--- src/shared/ifa_regs.svh ---
// constants of the input function allocator: offsets, codes, resets
// assumes byte addressing on AHB-Lite, one 32-bit word per register
// Operation
// - eight input pins, each with selection
// - one code per control mode, current applies
// - bit 7 set gives normally-closed form
// - normally open: shorted means active
// - normally closed: open means active
// - code 00h unassigned, no closed variant
// - prohibit forward 01h/81h, reverse 02h/82h
// - latches 20h, 21h, 2Bh, open only
// - torque limits 2Ch/ACh and 2Dh/ADh
// - monitors 2Eh/AEh, 2Fh/AFh, 30h/B0h
// - reset defaults per pin, all modes
// - unassigned pin flagged, drives nothing
// - same function on two pins raises duplicate alarm
// - latch outside pins 5-7 raises alarm
// - latch missing in some mode raises alarm
// - mixed logic across modes raises number alarm
`ifndef IFA_REGS_SVH
`define IFA_REGS_SVH

`define IFA_NUM_PINS      8
`define IFA_NUM_FUNCS     12
`define IFA_NUM_MODES     3
`define IFA_CODE_BITS     8
`define IFA_SEL_BITS      24
`define IFA_NC_FLAG       8'h80
`define IFA_LATCH_PINS    8'h70

`define IFA_OFF_SEL_BASE  8'h00
`define IFA_OFF_STATUS    8'h20
`define IFA_OFF_MASK      8'h24
`define IFA_OFF_MODE      8'h28
`define IFA_OFF_LIVE      8'h2C
`define IFA_OFF_PINSTAT   8'h30
`define IFA_PINSTAT_FUNC  8

`define IFA_RST_SEL1      24'h949494
`define IFA_RST_SEL2      24'h818181
`define IFA_RST_SEL3      24'h828282
`define IFA_RST_SEL4      24'h222222
`define IFA_RST_SEL5      24'h2B2B2B
`define IFA_RST_SEL6      24'h212121
`define IFA_RST_SEL7      24'h202020
`define IFA_RST_SEL8      24'h2E2E2E

`define IFA_FN_NONE       8'h00
`define IFA_FN_FWD_PROH   8'h01
`define IFA_FN_REV_PROH   8'h02
`define IFA_FN_ESTOP      8'h14
`define IFA_FN_LATCH_A    8'h20
`define IFA_FN_LATCH_B    8'h21
`define IFA_FN_ORIGIN     8'h22
`define IFA_FN_LATCH_C    8'h2B
`define IFA_FN_FWD_TL     8'h2C
`define IFA_FN_REV_TL     8'h2D
`define IFA_FN_MON_A      8'h2E
`define IFA_FN_MON_B      8'h2F
`define IFA_FN_MON_C      8'h30

`define IFA_IX_FWD_PROH   4'h0
`define IFA_IX_REV_PROH   4'h1
`define IFA_IX_ESTOP      4'h2
`define IFA_IX_LATCH_A    4'h3
`define IFA_IX_LATCH_B    4'h4
`define IFA_IX_ORIGIN     4'h5
`define IFA_IX_LATCH_C    4'h6
`define IFA_IX_FWD_TL     4'h7
`define IFA_IX_REV_TL     4'h8
`define IFA_IX_MON_A      4'h9
`define IFA_IX_MON_B      4'hA
`define IFA_IX_MON_C      4'hB

`endif

--- src/shared/ifa_pkg.sv ---
// types of the input function allocator
// assumes ifa_regs.svh on the include path
`default_nettype none
`include "ifa_regs.svh"
package ifa_pkg;

    typedef enum logic [1:0] {
        IFA_MODE_POSITION,
        IFA_MODE_SPEED,
        IFA_MODE_TORQUE
    } ifa_mode_type;

    typedef struct packed {
        logic latch_alloc;
        logic func_number;
        logic dup_alloc;
    } ifa_alarm_type;

    typedef struct packed {
        logic monitor_input_c;
        logic monitor_input_b;
        logic monitor_input_a;
        logic reverse_torque_limit_input;
        logic forward_torque_limit_input;
        logic latch_input_c;
        logic origin_proximity_input;
        logic latch_input_b;
        logic latch_input_a;
        logic emergency_stop;
        logic reverse_drive_prohibit;
        logic forward_drive_prohibit;
    } ifa_func_type;

    typedef struct packed {
        logic       valid;
        logic       assigned;
        logic       nc;
        logic [3:0] idx;
    } ifa_code_type;

    typedef struct packed {
        logic [`IFA_NUM_PINS-1:0][`IFA_SEL_BITS-1:0] sel;
        ifa_mode_type                                mode;
        ifa_alarm_type                               status;
        ifa_alarm_type                               mask;
        ifa_alarm_type                               live;
        ifa_func_type                                func;
        logic [`IFA_NUM_PINS-1:0]                    unalloc;
        logic                                        ph_valid;
        logic                                        ph_write;
        logic                                        ph_hit;
        logic [5:0]                                  ph_idx;
        logic [31:0]                                 rdata;
    } ifa_state_type;

endpackage : ifa_pkg
`default_nettype wire

--- src/rtl/ifa_top.sv ---
// input function allocator: routes eight contact inputs to internal
// functions per control mode, checks allocations, AHB-Lite slave
// assumes pin inputs synchronous to hclk; 1 = pin shorted to common
//
// Our own choices: the AHB-Lite register port and the register addresses.
`default_nettype none
`include "ifa_regs.svh"
module ifa_top
    import ifa_pkg::*;
(
    input  wire logic                     hclk,
    input  wire logic                     hresetn,
    input  wire logic                     hsel,
    input  wire logic [31:0]              haddr,
    input  wire logic [1:0]               htrans,
    input  wire logic                     hwrite,
    input  wire logic [2:0]               hsize,
    input  wire logic [31:0]              hwdata,
    input  wire logic                     hready,
    output logic                          hreadyout,
    output logic                          hresp,
    output logic [31:0]                   hrdata,
    input  wire logic [`IFA_NUM_PINS-1:0] control_input_pin,
    output ifa_func_type                  func_active,
    output logic [`IFA_NUM_PINS-1:0]      unallocated_pin,
    output ifa_alarm_type                 alarm_active,
    output logic                          irq
);

    localparam ifa_state_type RST_STATE = '{
        sel:     {`IFA_RST_SEL8, `IFA_RST_SEL7, `IFA_RST_SEL6, `IFA_RST_SEL5,
                  `IFA_RST_SEL4, `IFA_RST_SEL3, `IFA_RST_SEL2, `IFA_RST_SEL1},
        mode:    IFA_MODE_POSITION,
        default: '0
    };

    ifa_state_type s_reg;
    ifa_state_type s_next;

    // normally-closed form is the open code with bit 7 set
    function automatic ifa_code_type ifa_decode(input logic [7:0] c);
        ifa_code_type d;
        logic [7:0]   base;
        base       = c & ~`IFA_NC_FLAG;
        d.valid    = 1'b1;
        d.assigned = 1'b1;
        d.nc       = c[7];
        d.idx      = 4'h0;
        case (base)
            `IFA_FN_NONE: begin
                d.assigned = 1'b0;
                d.valid    = ~c[7];
            end
            `IFA_FN_FWD_PROH: d.idx = `IFA_IX_FWD_PROH;
            `IFA_FN_REV_PROH: d.idx = `IFA_IX_REV_PROH;
            `IFA_FN_ESTOP:    d.idx = `IFA_IX_ESTOP;
            `IFA_FN_ORIGIN:   d.idx = `IFA_IX_ORIGIN;
            `IFA_FN_LATCH_A: begin
                d.idx   = `IFA_IX_LATCH_A;
                d.valid = ~c[7];
            end
            `IFA_FN_LATCH_B: begin
                d.idx   = `IFA_IX_LATCH_B;
                d.valid = ~c[7];
            end
            `IFA_FN_LATCH_C: begin
                d.idx   = `IFA_IX_LATCH_C;
                d.valid = ~c[7];
            end
            `IFA_FN_FWD_TL:   d.idx = `IFA_IX_FWD_TL;
            `IFA_FN_REV_TL:   d.idx = `IFA_IX_REV_TL;
            `IFA_FN_MON_A:    d.idx = `IFA_IX_MON_A;
            `IFA_FN_MON_B:    d.idx = `IFA_IX_MON_B;
            `IFA_FN_MON_C:    d.idx = `IFA_IX_MON_C;
            default: begin
                d.valid    = 1'b0;
                d.assigned = 1'b0;
            end
        endcase
        return d;
    endfunction : ifa_decode

    // byte m of a selection word holds the code of mode m
    function automatic logic [7:0] ifa_code(input logic [`IFA_SEL_BITS-1:0] w, input int m);
        return w[m*`IFA_CODE_BITS +: `IFA_CODE_BITS];
    endfunction : ifa_code

    function automatic logic [31:0] ifa_read(input ifa_state_type s, input logic [5:0] idx);
        logic [31:0] r;
        r = 32'h00000000;
        if (idx < 6'(`IFA_NUM_PINS)) begin
            r[`IFA_SEL_BITS-1:0] = s.sel[idx[2:0]];
        end else begin
            case ({idx, 2'b00})
                `IFA_OFF_STATUS:  r[2:0] = s.status;
                `IFA_OFF_MASK:    r[2:0] = s.mask;
                `IFA_OFF_MODE:    r[1:0] = s.mode;
                `IFA_OFF_LIVE:    r[2:0] = s.live;
                `IFA_OFF_PINSTAT: begin
                    r[`IFA_NUM_PINS-1:0] = s.unalloc;
                    r[`IFA_PINSTAT_FUNC +: `IFA_NUM_FUNCS] = s.func;
                end
                default: r = 32'h00000000;
            endcase
        end
        return r;
    endfunction : ifa_read

    always_comb begin
        logic [`IFA_NUM_FUNCS-1:0][`IFA_NUM_PINS-1:0]  fpins;
        logic [`IFA_NUM_FUNCS-1:0][`IFA_NUM_MODES-1:0] fmodes;
        logic [`IFA_NUM_PINS-1:0][`IFA_NUM_FUNCS-1:0]  seen_no;
        logic [`IFA_NUM_PINS-1:0][`IFA_NUM_FUNCS-1:0]  seen_nc;
        logic [`IFA_NUM_FUNCS-1:0]                     fa;
        logic [`IFA_NUM_PINS-1:0]                      ua;
        logic                                          inv;
        ifa_code_type                                  d;
        ifa_alarm_type                                 al;
        logic                                          hit;
        fpins   = '0;
        fmodes  = '0;
        seen_no = '0;
        seen_nc = '0;
        fa      = '0;
        ua      = '0;
        inv     = 1'b0;
        d       = '0;
        al      = '0;
        hit     = 1'b0;
        s_next  = s_reg;

        // data phase of a write; hready is always high from this slave
        if (s_reg.ph_valid && s_reg.ph_write && s_reg.ph_hit) begin
            if (s_reg.ph_idx < 6'(`IFA_NUM_PINS)) begin
                s_next.sel[s_reg.ph_idx[2:0]] = hwdata[`IFA_SEL_BITS-1:0];
            end else begin
                case ({s_reg.ph_idx, 2'b00})
                    `IFA_OFF_STATUS: s_next.status = s_reg.status & ~ifa_alarm_type'(hwdata[2:0]);
                    `IFA_OFF_MASK:   s_next.mask   = ifa_alarm_type'(hwdata[2:0]);
                    // the reserved mode value is refused, mode stays
                    `IFA_OFF_MODE: begin
                        if (hwdata[1:0] != 2'b11) begin
                            s_next.mode = ifa_mode_type'(hwdata[1:0]);
                        end
                    end
                    default: s_next.status = s_next.status;
                endcase
            end
        end
        // a live alarm re-sets its flag even in the clearing cycle
        s_next.status = s_next.status | s_reg.live;

        // allocation check over all modes, from the stored settings
        for (int p = 0; p < `IFA_NUM_PINS; p++) begin
            for (int m = 0; m < `IFA_NUM_MODES; m++) begin
                d = ifa_decode(ifa_code(s_reg.sel[p], m));
                if (!d.valid) begin
                    inv = 1'b1;
                end else if (d.assigned) begin
                    fpins[d.idx][p]  = 1'b1;
                    fmodes[d.idx][m] = 1'b1;
                    if (d.nc) begin
                        seen_nc[p][d.idx] = 1'b1;
                    end else begin
                        seen_no[p][d.idx] = 1'b1;
                    end
                end
            end
        end
        for (int f = 0; f < `IFA_NUM_FUNCS; f++) begin
            // one function on two different pins, in any mode
            if ((fpins[f] & (fpins[f] - 8'h01)) != 8'h00) begin
                al.dup_alloc = 1'b1;
            end
        end
        for (int p = 0; p < `IFA_NUM_PINS; p++) begin
            if ((seen_no[p] & seen_nc[p]) != '0) begin
                al.func_number = 1'b1;
            end
        end
        al.func_number = al.func_number | inv;
        for (int f = 0; f < `IFA_NUM_FUNCS; f++) begin
            if (f == int'(`IFA_IX_LATCH_A) || f == int'(`IFA_IX_LATCH_B) || f == int'(`IFA_IX_LATCH_C)) begin
                if ((fpins[f] & ~`IFA_LATCH_PINS) != 8'h00) begin
                    al.latch_alloc = 1'b1;
                end
                if (fmodes[f] != 3'b000 && fmodes[f] != 3'b111) begin
                    al.latch_alloc = 1'b1;
                end
            end
        end
        s_next.live = al;

        // routing for the mode now in effect
        for (int p = 0; p < `IFA_NUM_PINS; p++) begin
            d = ifa_decode(ifa_code(s_reg.sel[p], int'(s_reg.mode)));
            if (d.valid && d.assigned) begin
                // contact logic: closed form is active with the pin open
                fa[d.idx] = fa[d.idx] | (control_input_pin[p] ^ d.nc);
            end else begin
                ua[p] = 1'b1;
            end
        end
        s_next.func    = ifa_func_type'(fa);
        s_next.unalloc = ua;

        // address phase; reads are captured from the next state so a write
        // committed in this cycle is seen by a read that follows it
        hit             = (haddr[31:8] == 24'h000000);
        s_next.ph_valid = hsel && htrans[1] && hready;
        s_next.ph_write = hwrite;
        s_next.ph_hit   = hit;
        s_next.ph_idx   = haddr[7:2];
        s_next.rdata    = 32'h00000000;
        if (hsel && htrans[1] && hready && !hwrite && hit) begin
            s_next.rdata = ifa_read(s_next, haddr[7:2]);
        end
    end

    always_ff @(posedge hclk or negedge hresetn) begin
        if (!hresetn) begin
            s_reg <= RST_STATE;
        end else begin
            s_reg <= s_next;
        end
    end

    assign hreadyout       = 1'b1;
    assign hresp           = 1'b0;
    assign hrdata          = s_reg.rdata;
    assign func_active     = s_reg.func;
    assign unallocated_pin = s_reg.unalloc;
    assign alarm_active    = s_reg.live;
    assign irq             = |(s_reg.status & s_reg.mask);
endmodule : ifa_top
`default_nettype wire

--- config.mk ---
export PLATFORM = sky130hd
export DESIGN_NAME = ifa_top
export DESIGN_NICKNAME = d
export VERILOG_FILES = /design/src/shared/ifa_pkg.sv /design/src/rtl/ifa_top.sv
export VERILOG_INCLUDE_DIRS = /design/src /design/src/shared
export SDC_FILE = /design/constraint.sdc
export NUM_CORES = 2
export LEC_CHECK = 0
export BUFFER_PORTS_ARGS = -buffer_cell sky130_fd_sc_hd__buf_2
export CAP_MARGIN = 15
export CORE_AREA = 2 2 278 280
export CTS_CLUSTER_DIAMETER = 40
export DETAILED_ROUTE_END_ITERATION = 10
export DIE_AREA = 0 0 280 282
export HOLD_SLACK_MARGIN = 0.05
export PLACE_DENSITY = 0.66
export SLEW_MARGIN = 20
export SYNTH_ARGS = -nofsm -noshare
export SYNTH_HDL_FRONTEND = slang
export SYNTH_SLANG_ARGS = --single-unit
--- constraint.sdc ---
create_clock -name hclk -period 6.4 [get_ports hclk]
set_input_delay 0 -clock hclk [delete_from_list [all_inputs] [get_ports hclk]]
set_output_delay 0 -clock hclk [all_outputs]
set_load 0.02 [all_outputs]
==> impl_results.md <==
* Yosys warning count at 0
* DRC Markers at 0
* Total internal power at 3.61 mW
* Overflow after GRT at 0
* Clock tree root buffer cell: sky130_fd_sc_hd__clkbuf_16
* Achievable frequency at 152 MHz
* Initial Util at 39.9%
* Final hold vios at 0
* Number of antenna violations at the first check in global routing at 14
* Number of core rows at 101
* Critical Path Slowest Stage Cell: sky130_fd_sc_hd__dfrtp_4
* Startpoint of the worst hold path: haddr[7]
* Power spent charging and discharging nets at 2.11 mW
* Number of nets still failing antenna checks after routing at 0
* Type of element launching the critical path: flip-flop
* Fin Clk Skew at 53.7 ps
* DR WL/cell at 31.0 µm
* Flop pwr share at 32.5%
* Highest-count cells in the layout ignoring fill and taps: sky130_fd_sc_hd__buf_4 (521), sky130_fd_sc_hd__nand2_1 (447), sky130_fd_sc_hd__nor2_1 (429)
* Critical path capture point type: flip-flop
* First-pass GRT wire length at 236000 µm
* Sinks on the clock net at 256
* Peak fanout along the critical path at 8
* Number of enable flip-flop cells after synthesis at 0
* Relative area change from synthesis to final layout at 24.9%
* Instance area at placement at 34500 µm²
* Top Family by Delay on Critical Path: compound AO/OA/AOI/OAI gates
* Fin crit share at 103%
* Most common library cell in the layout ignoring fill and taps: sky130_fd_sc_hd__buf_4
* TritonCTS Buffers at 30
* Register clock-pin slew on the reported worst setup and hold paths at 60 ps
* Setup repair after global routing missed its margin: true
* Final total power at 5.72 mW
* Min-Delay Path Class: in2reg
* Proportion of synthesized chip area in sequential cells at 21.5%
* Routed via count at 37200
* Switching share of power at 36.9%
* Post-detailed-placement half-perimeter wirelength at 135000 µm
* Clock network fraction of design power at 34.6%
* Via density per instance at 6.88
* Primary FF master, synth: sky130_fd_sc_hd__dfrtp_1
* Syn Inst Count at 3953
* Total die area at 79000 µm²
* Largest stage delay, worst path at 510 ps
* Area of the placeable core at 75700 µm²
* Minimum clock period at 6570 ps
* Bufs on Longest Clock Path at 3
* Reg2reg start: s_reg[70]$_DFF_PN0_
* Final estimated routing congestion in global placement at 1.11
* Post-synthesis sequential element count at 256
* Detailed router's first-iteration violation count at 5712
* Final worst setup slack at -169 ps
* Pin count of the biggest net entering global routing at 169
* Global routing usage summed across all routing layers at 40.8%
* Count of maximum capacitance violations at 0
* Area of the mapped netlist at 30200 µm²
* CTS tree: built
* Number of port buffers at 115
* Critical path data arrival time at 7050 ps
* Peak supply drop at 0.000255 V
* Final design instance area without fill at 37700 µm²
* Max transition margin at 6.80%
* Length of the first detailed-routing pass in iterations at 9
* Leak at 14.9 nW
* Number of pins with negative max-slew slack in the final report at 0
* Run status: finished, violations left
* Width of the die at 280 µm
* Avg Cell Area, Syn at 7.63 µm²
* Worst skew pair latency at 630 ps
* Total length of routed wires at 168000 µm
* Via count of the first global-routing pass at 33900
* Number of nets in the layout at 4493
* Failing checks: negative setup slack
* Startpoint of the most critical setup path: s_reg[70]$_DFF_PN0_
* Transition time at the pin with the least slew margin at 1390 ps
* Power per unit of standard cell area at 152 nW/µm²
* Worst Path Required at 6880 ps
* Startpoint-to-endpoint class of the critical path: reg2reg
* Logic gate share of total power at 32.9%
* Library cells used by synthesis at 121
* Die extent in y at 282 µm
* Share of post-route cells with drive strength above 1 at 28.9%
* Setup violation total in the final timing report at 24
* H-tree Lvls at 1
* Number of primary I/O pins at 140
* Async SR Flop Fraction at 100%
* Crit path buf inv count at 10
* Max reg flops at 209
* WHS at 77.8 ps
[stage by stage]
| step | std cells | setup TNS [ps] | utilization, % | setup WS, ps |
|---|---|---|---|---|
| 2_1_floorplan | 3961 | 0 | - | 114 |
| 3_3_place_gp | 5265 | -7810 | 45.6 | -428 |
| 3_5_place_dp | 5265 | -9460 | 45.6 | -502 |
| 4_1_cts | 5398 | 0 | 49.2 | 0.317 |
| 5_1_grt | 5413 | -7360 | 49.8 | -412 |
| 6_report | 5414 | -2280 | 49.8 | -169 |
[cell type report]
| type | instances | area, µm² |
|---|---|---|
| clock inverters | 23 | 354 |
| well taps | 978 | 1220 |
| flip-flops and latches | 256 | 6490 |
| inverters | 60 | 225 |
| repair buffers | 720 | 5490 |
| multi-input cells | 3343 | 23100 |
| diodes | 1 | 2.50 |
| clock buffers | 33 | 792 |
| fillers | 7366 | 38000 |
[power by group through the flow]
stage / Clock, mW / Combinational, mW / Sequential, mW
3_3_place_gp: 0 / 1.61 / 1.87
6_report: 1.98 / 1.88 / 1.86
5_1_grt: 2.05 / 1.97 / 1.86
2_1_floorplan: 0 / 0.973 / 1.77
3_5_place_dp: 0 / 1.61 / 1.87
4_1_cts: 1.97 / 1.76 / 1.84
[path summary, 6_finish.rpt]
path / endpoint / slack [ps] / depth (start not counted)
worst max-delay path: hrdata[17]$_DFF_PN0_ / -170 / 32
worst min-delay path: s_reg[37]$_DFF_PN0_ / 80 / 2
worst max register to register: hrdata[17]$_DFF_PN0_ / -170 / 32
worst min register to register: s_reg[69]$_DFF_PN0_ / 490 / 1
max in group asynchronous: hrdata[17]$_DFF_PN0_ / 4140 / 4
min in group asynchronous: s_reg[93]$_DFF_PN0_ / 530 / 3
[per-layer routing]
metal / track usage [%] / wire (µm)
met2: 60.0 / 68600
met5: 1.28 / 279
met4: 15.6 / 8580
met1: 53.7 / 66300
met3: 15.5 / 24000
[what timing repair did]
| item | CTS | global route |
|---|---|---|
| setup endpoints to repair | 24 | 24 |
| gates cloned | 3 | 0 |
| endpoints found under the hold margin | 296 | 0 |
| pin swaps | 61 | 42 |
| hold buffers | 41 | 0 |
| setup buffers | 33 | 15 |
| resized for setup | 150 | 70 |
[cell usage after synthesis, drive strengths merged (15+ instances only)]
cell type | instances | area, µm²
xnor2 | 44 | 385
o221ai | 56 | 490
nor2b | 56 | 350
nand2 | 453 | 1700
nor4b | 16 | 140
nand4b | 15 | 131
mux2 | 206 | 2320
o31ai | 23 | 178
mux2i | 87 | 887
a221oi | 32 | 287
or2 | 21 | 131
o2111ai | 25 | 225
a22oi | 39 | 293
mux4 | 49 | 1100
a2bb2oi | 33 | 382
o32ai | 21 | 191
a31oi | 52 | 332
a2111oi | 19 | 179
clkbuf | 201 | 756
buf | 102 | 723
a211oi | 39 | 350
o211ai | 47 | 363
dfstp | 60 | 1580
nor3b | 41 | 308
or4 | 16 | 120
and3 | 63 | 394
o21ai | 203 | 1030
o2bb2ai | 45 | 500
or3 | 48 | 305
nand3 | 218 | 1090
nor2 | 435 | 1640
nand4 | 85 | 532
o22ai | 80 | 507
nor3 | 169 | 856
a21oi | 161 | 810
nor4 | 70 | 444
nand2b | 57 | 357
a21o | 25 | 188
and2 | 45 | 282
inv | 49 | 184
dfrtp | 196 | 4900
[cells by family after synthesis]
logic type               after synthesis  share of synthesized area (%)
AND/OR/NAND/NOR                     1853                           30.4
AO/OA/AOI/OAI                       1076                           26.3
buffers and inverters                363                           5.65
multiplexers                         342                           14.3
flip-flops                           256                           21.5
XOR/XNOR                              57                           1.68
adder cells (fa/ha/maj)                4                          0.133
other                                  2                         0.0249
(Power assumes the default switching activity.)
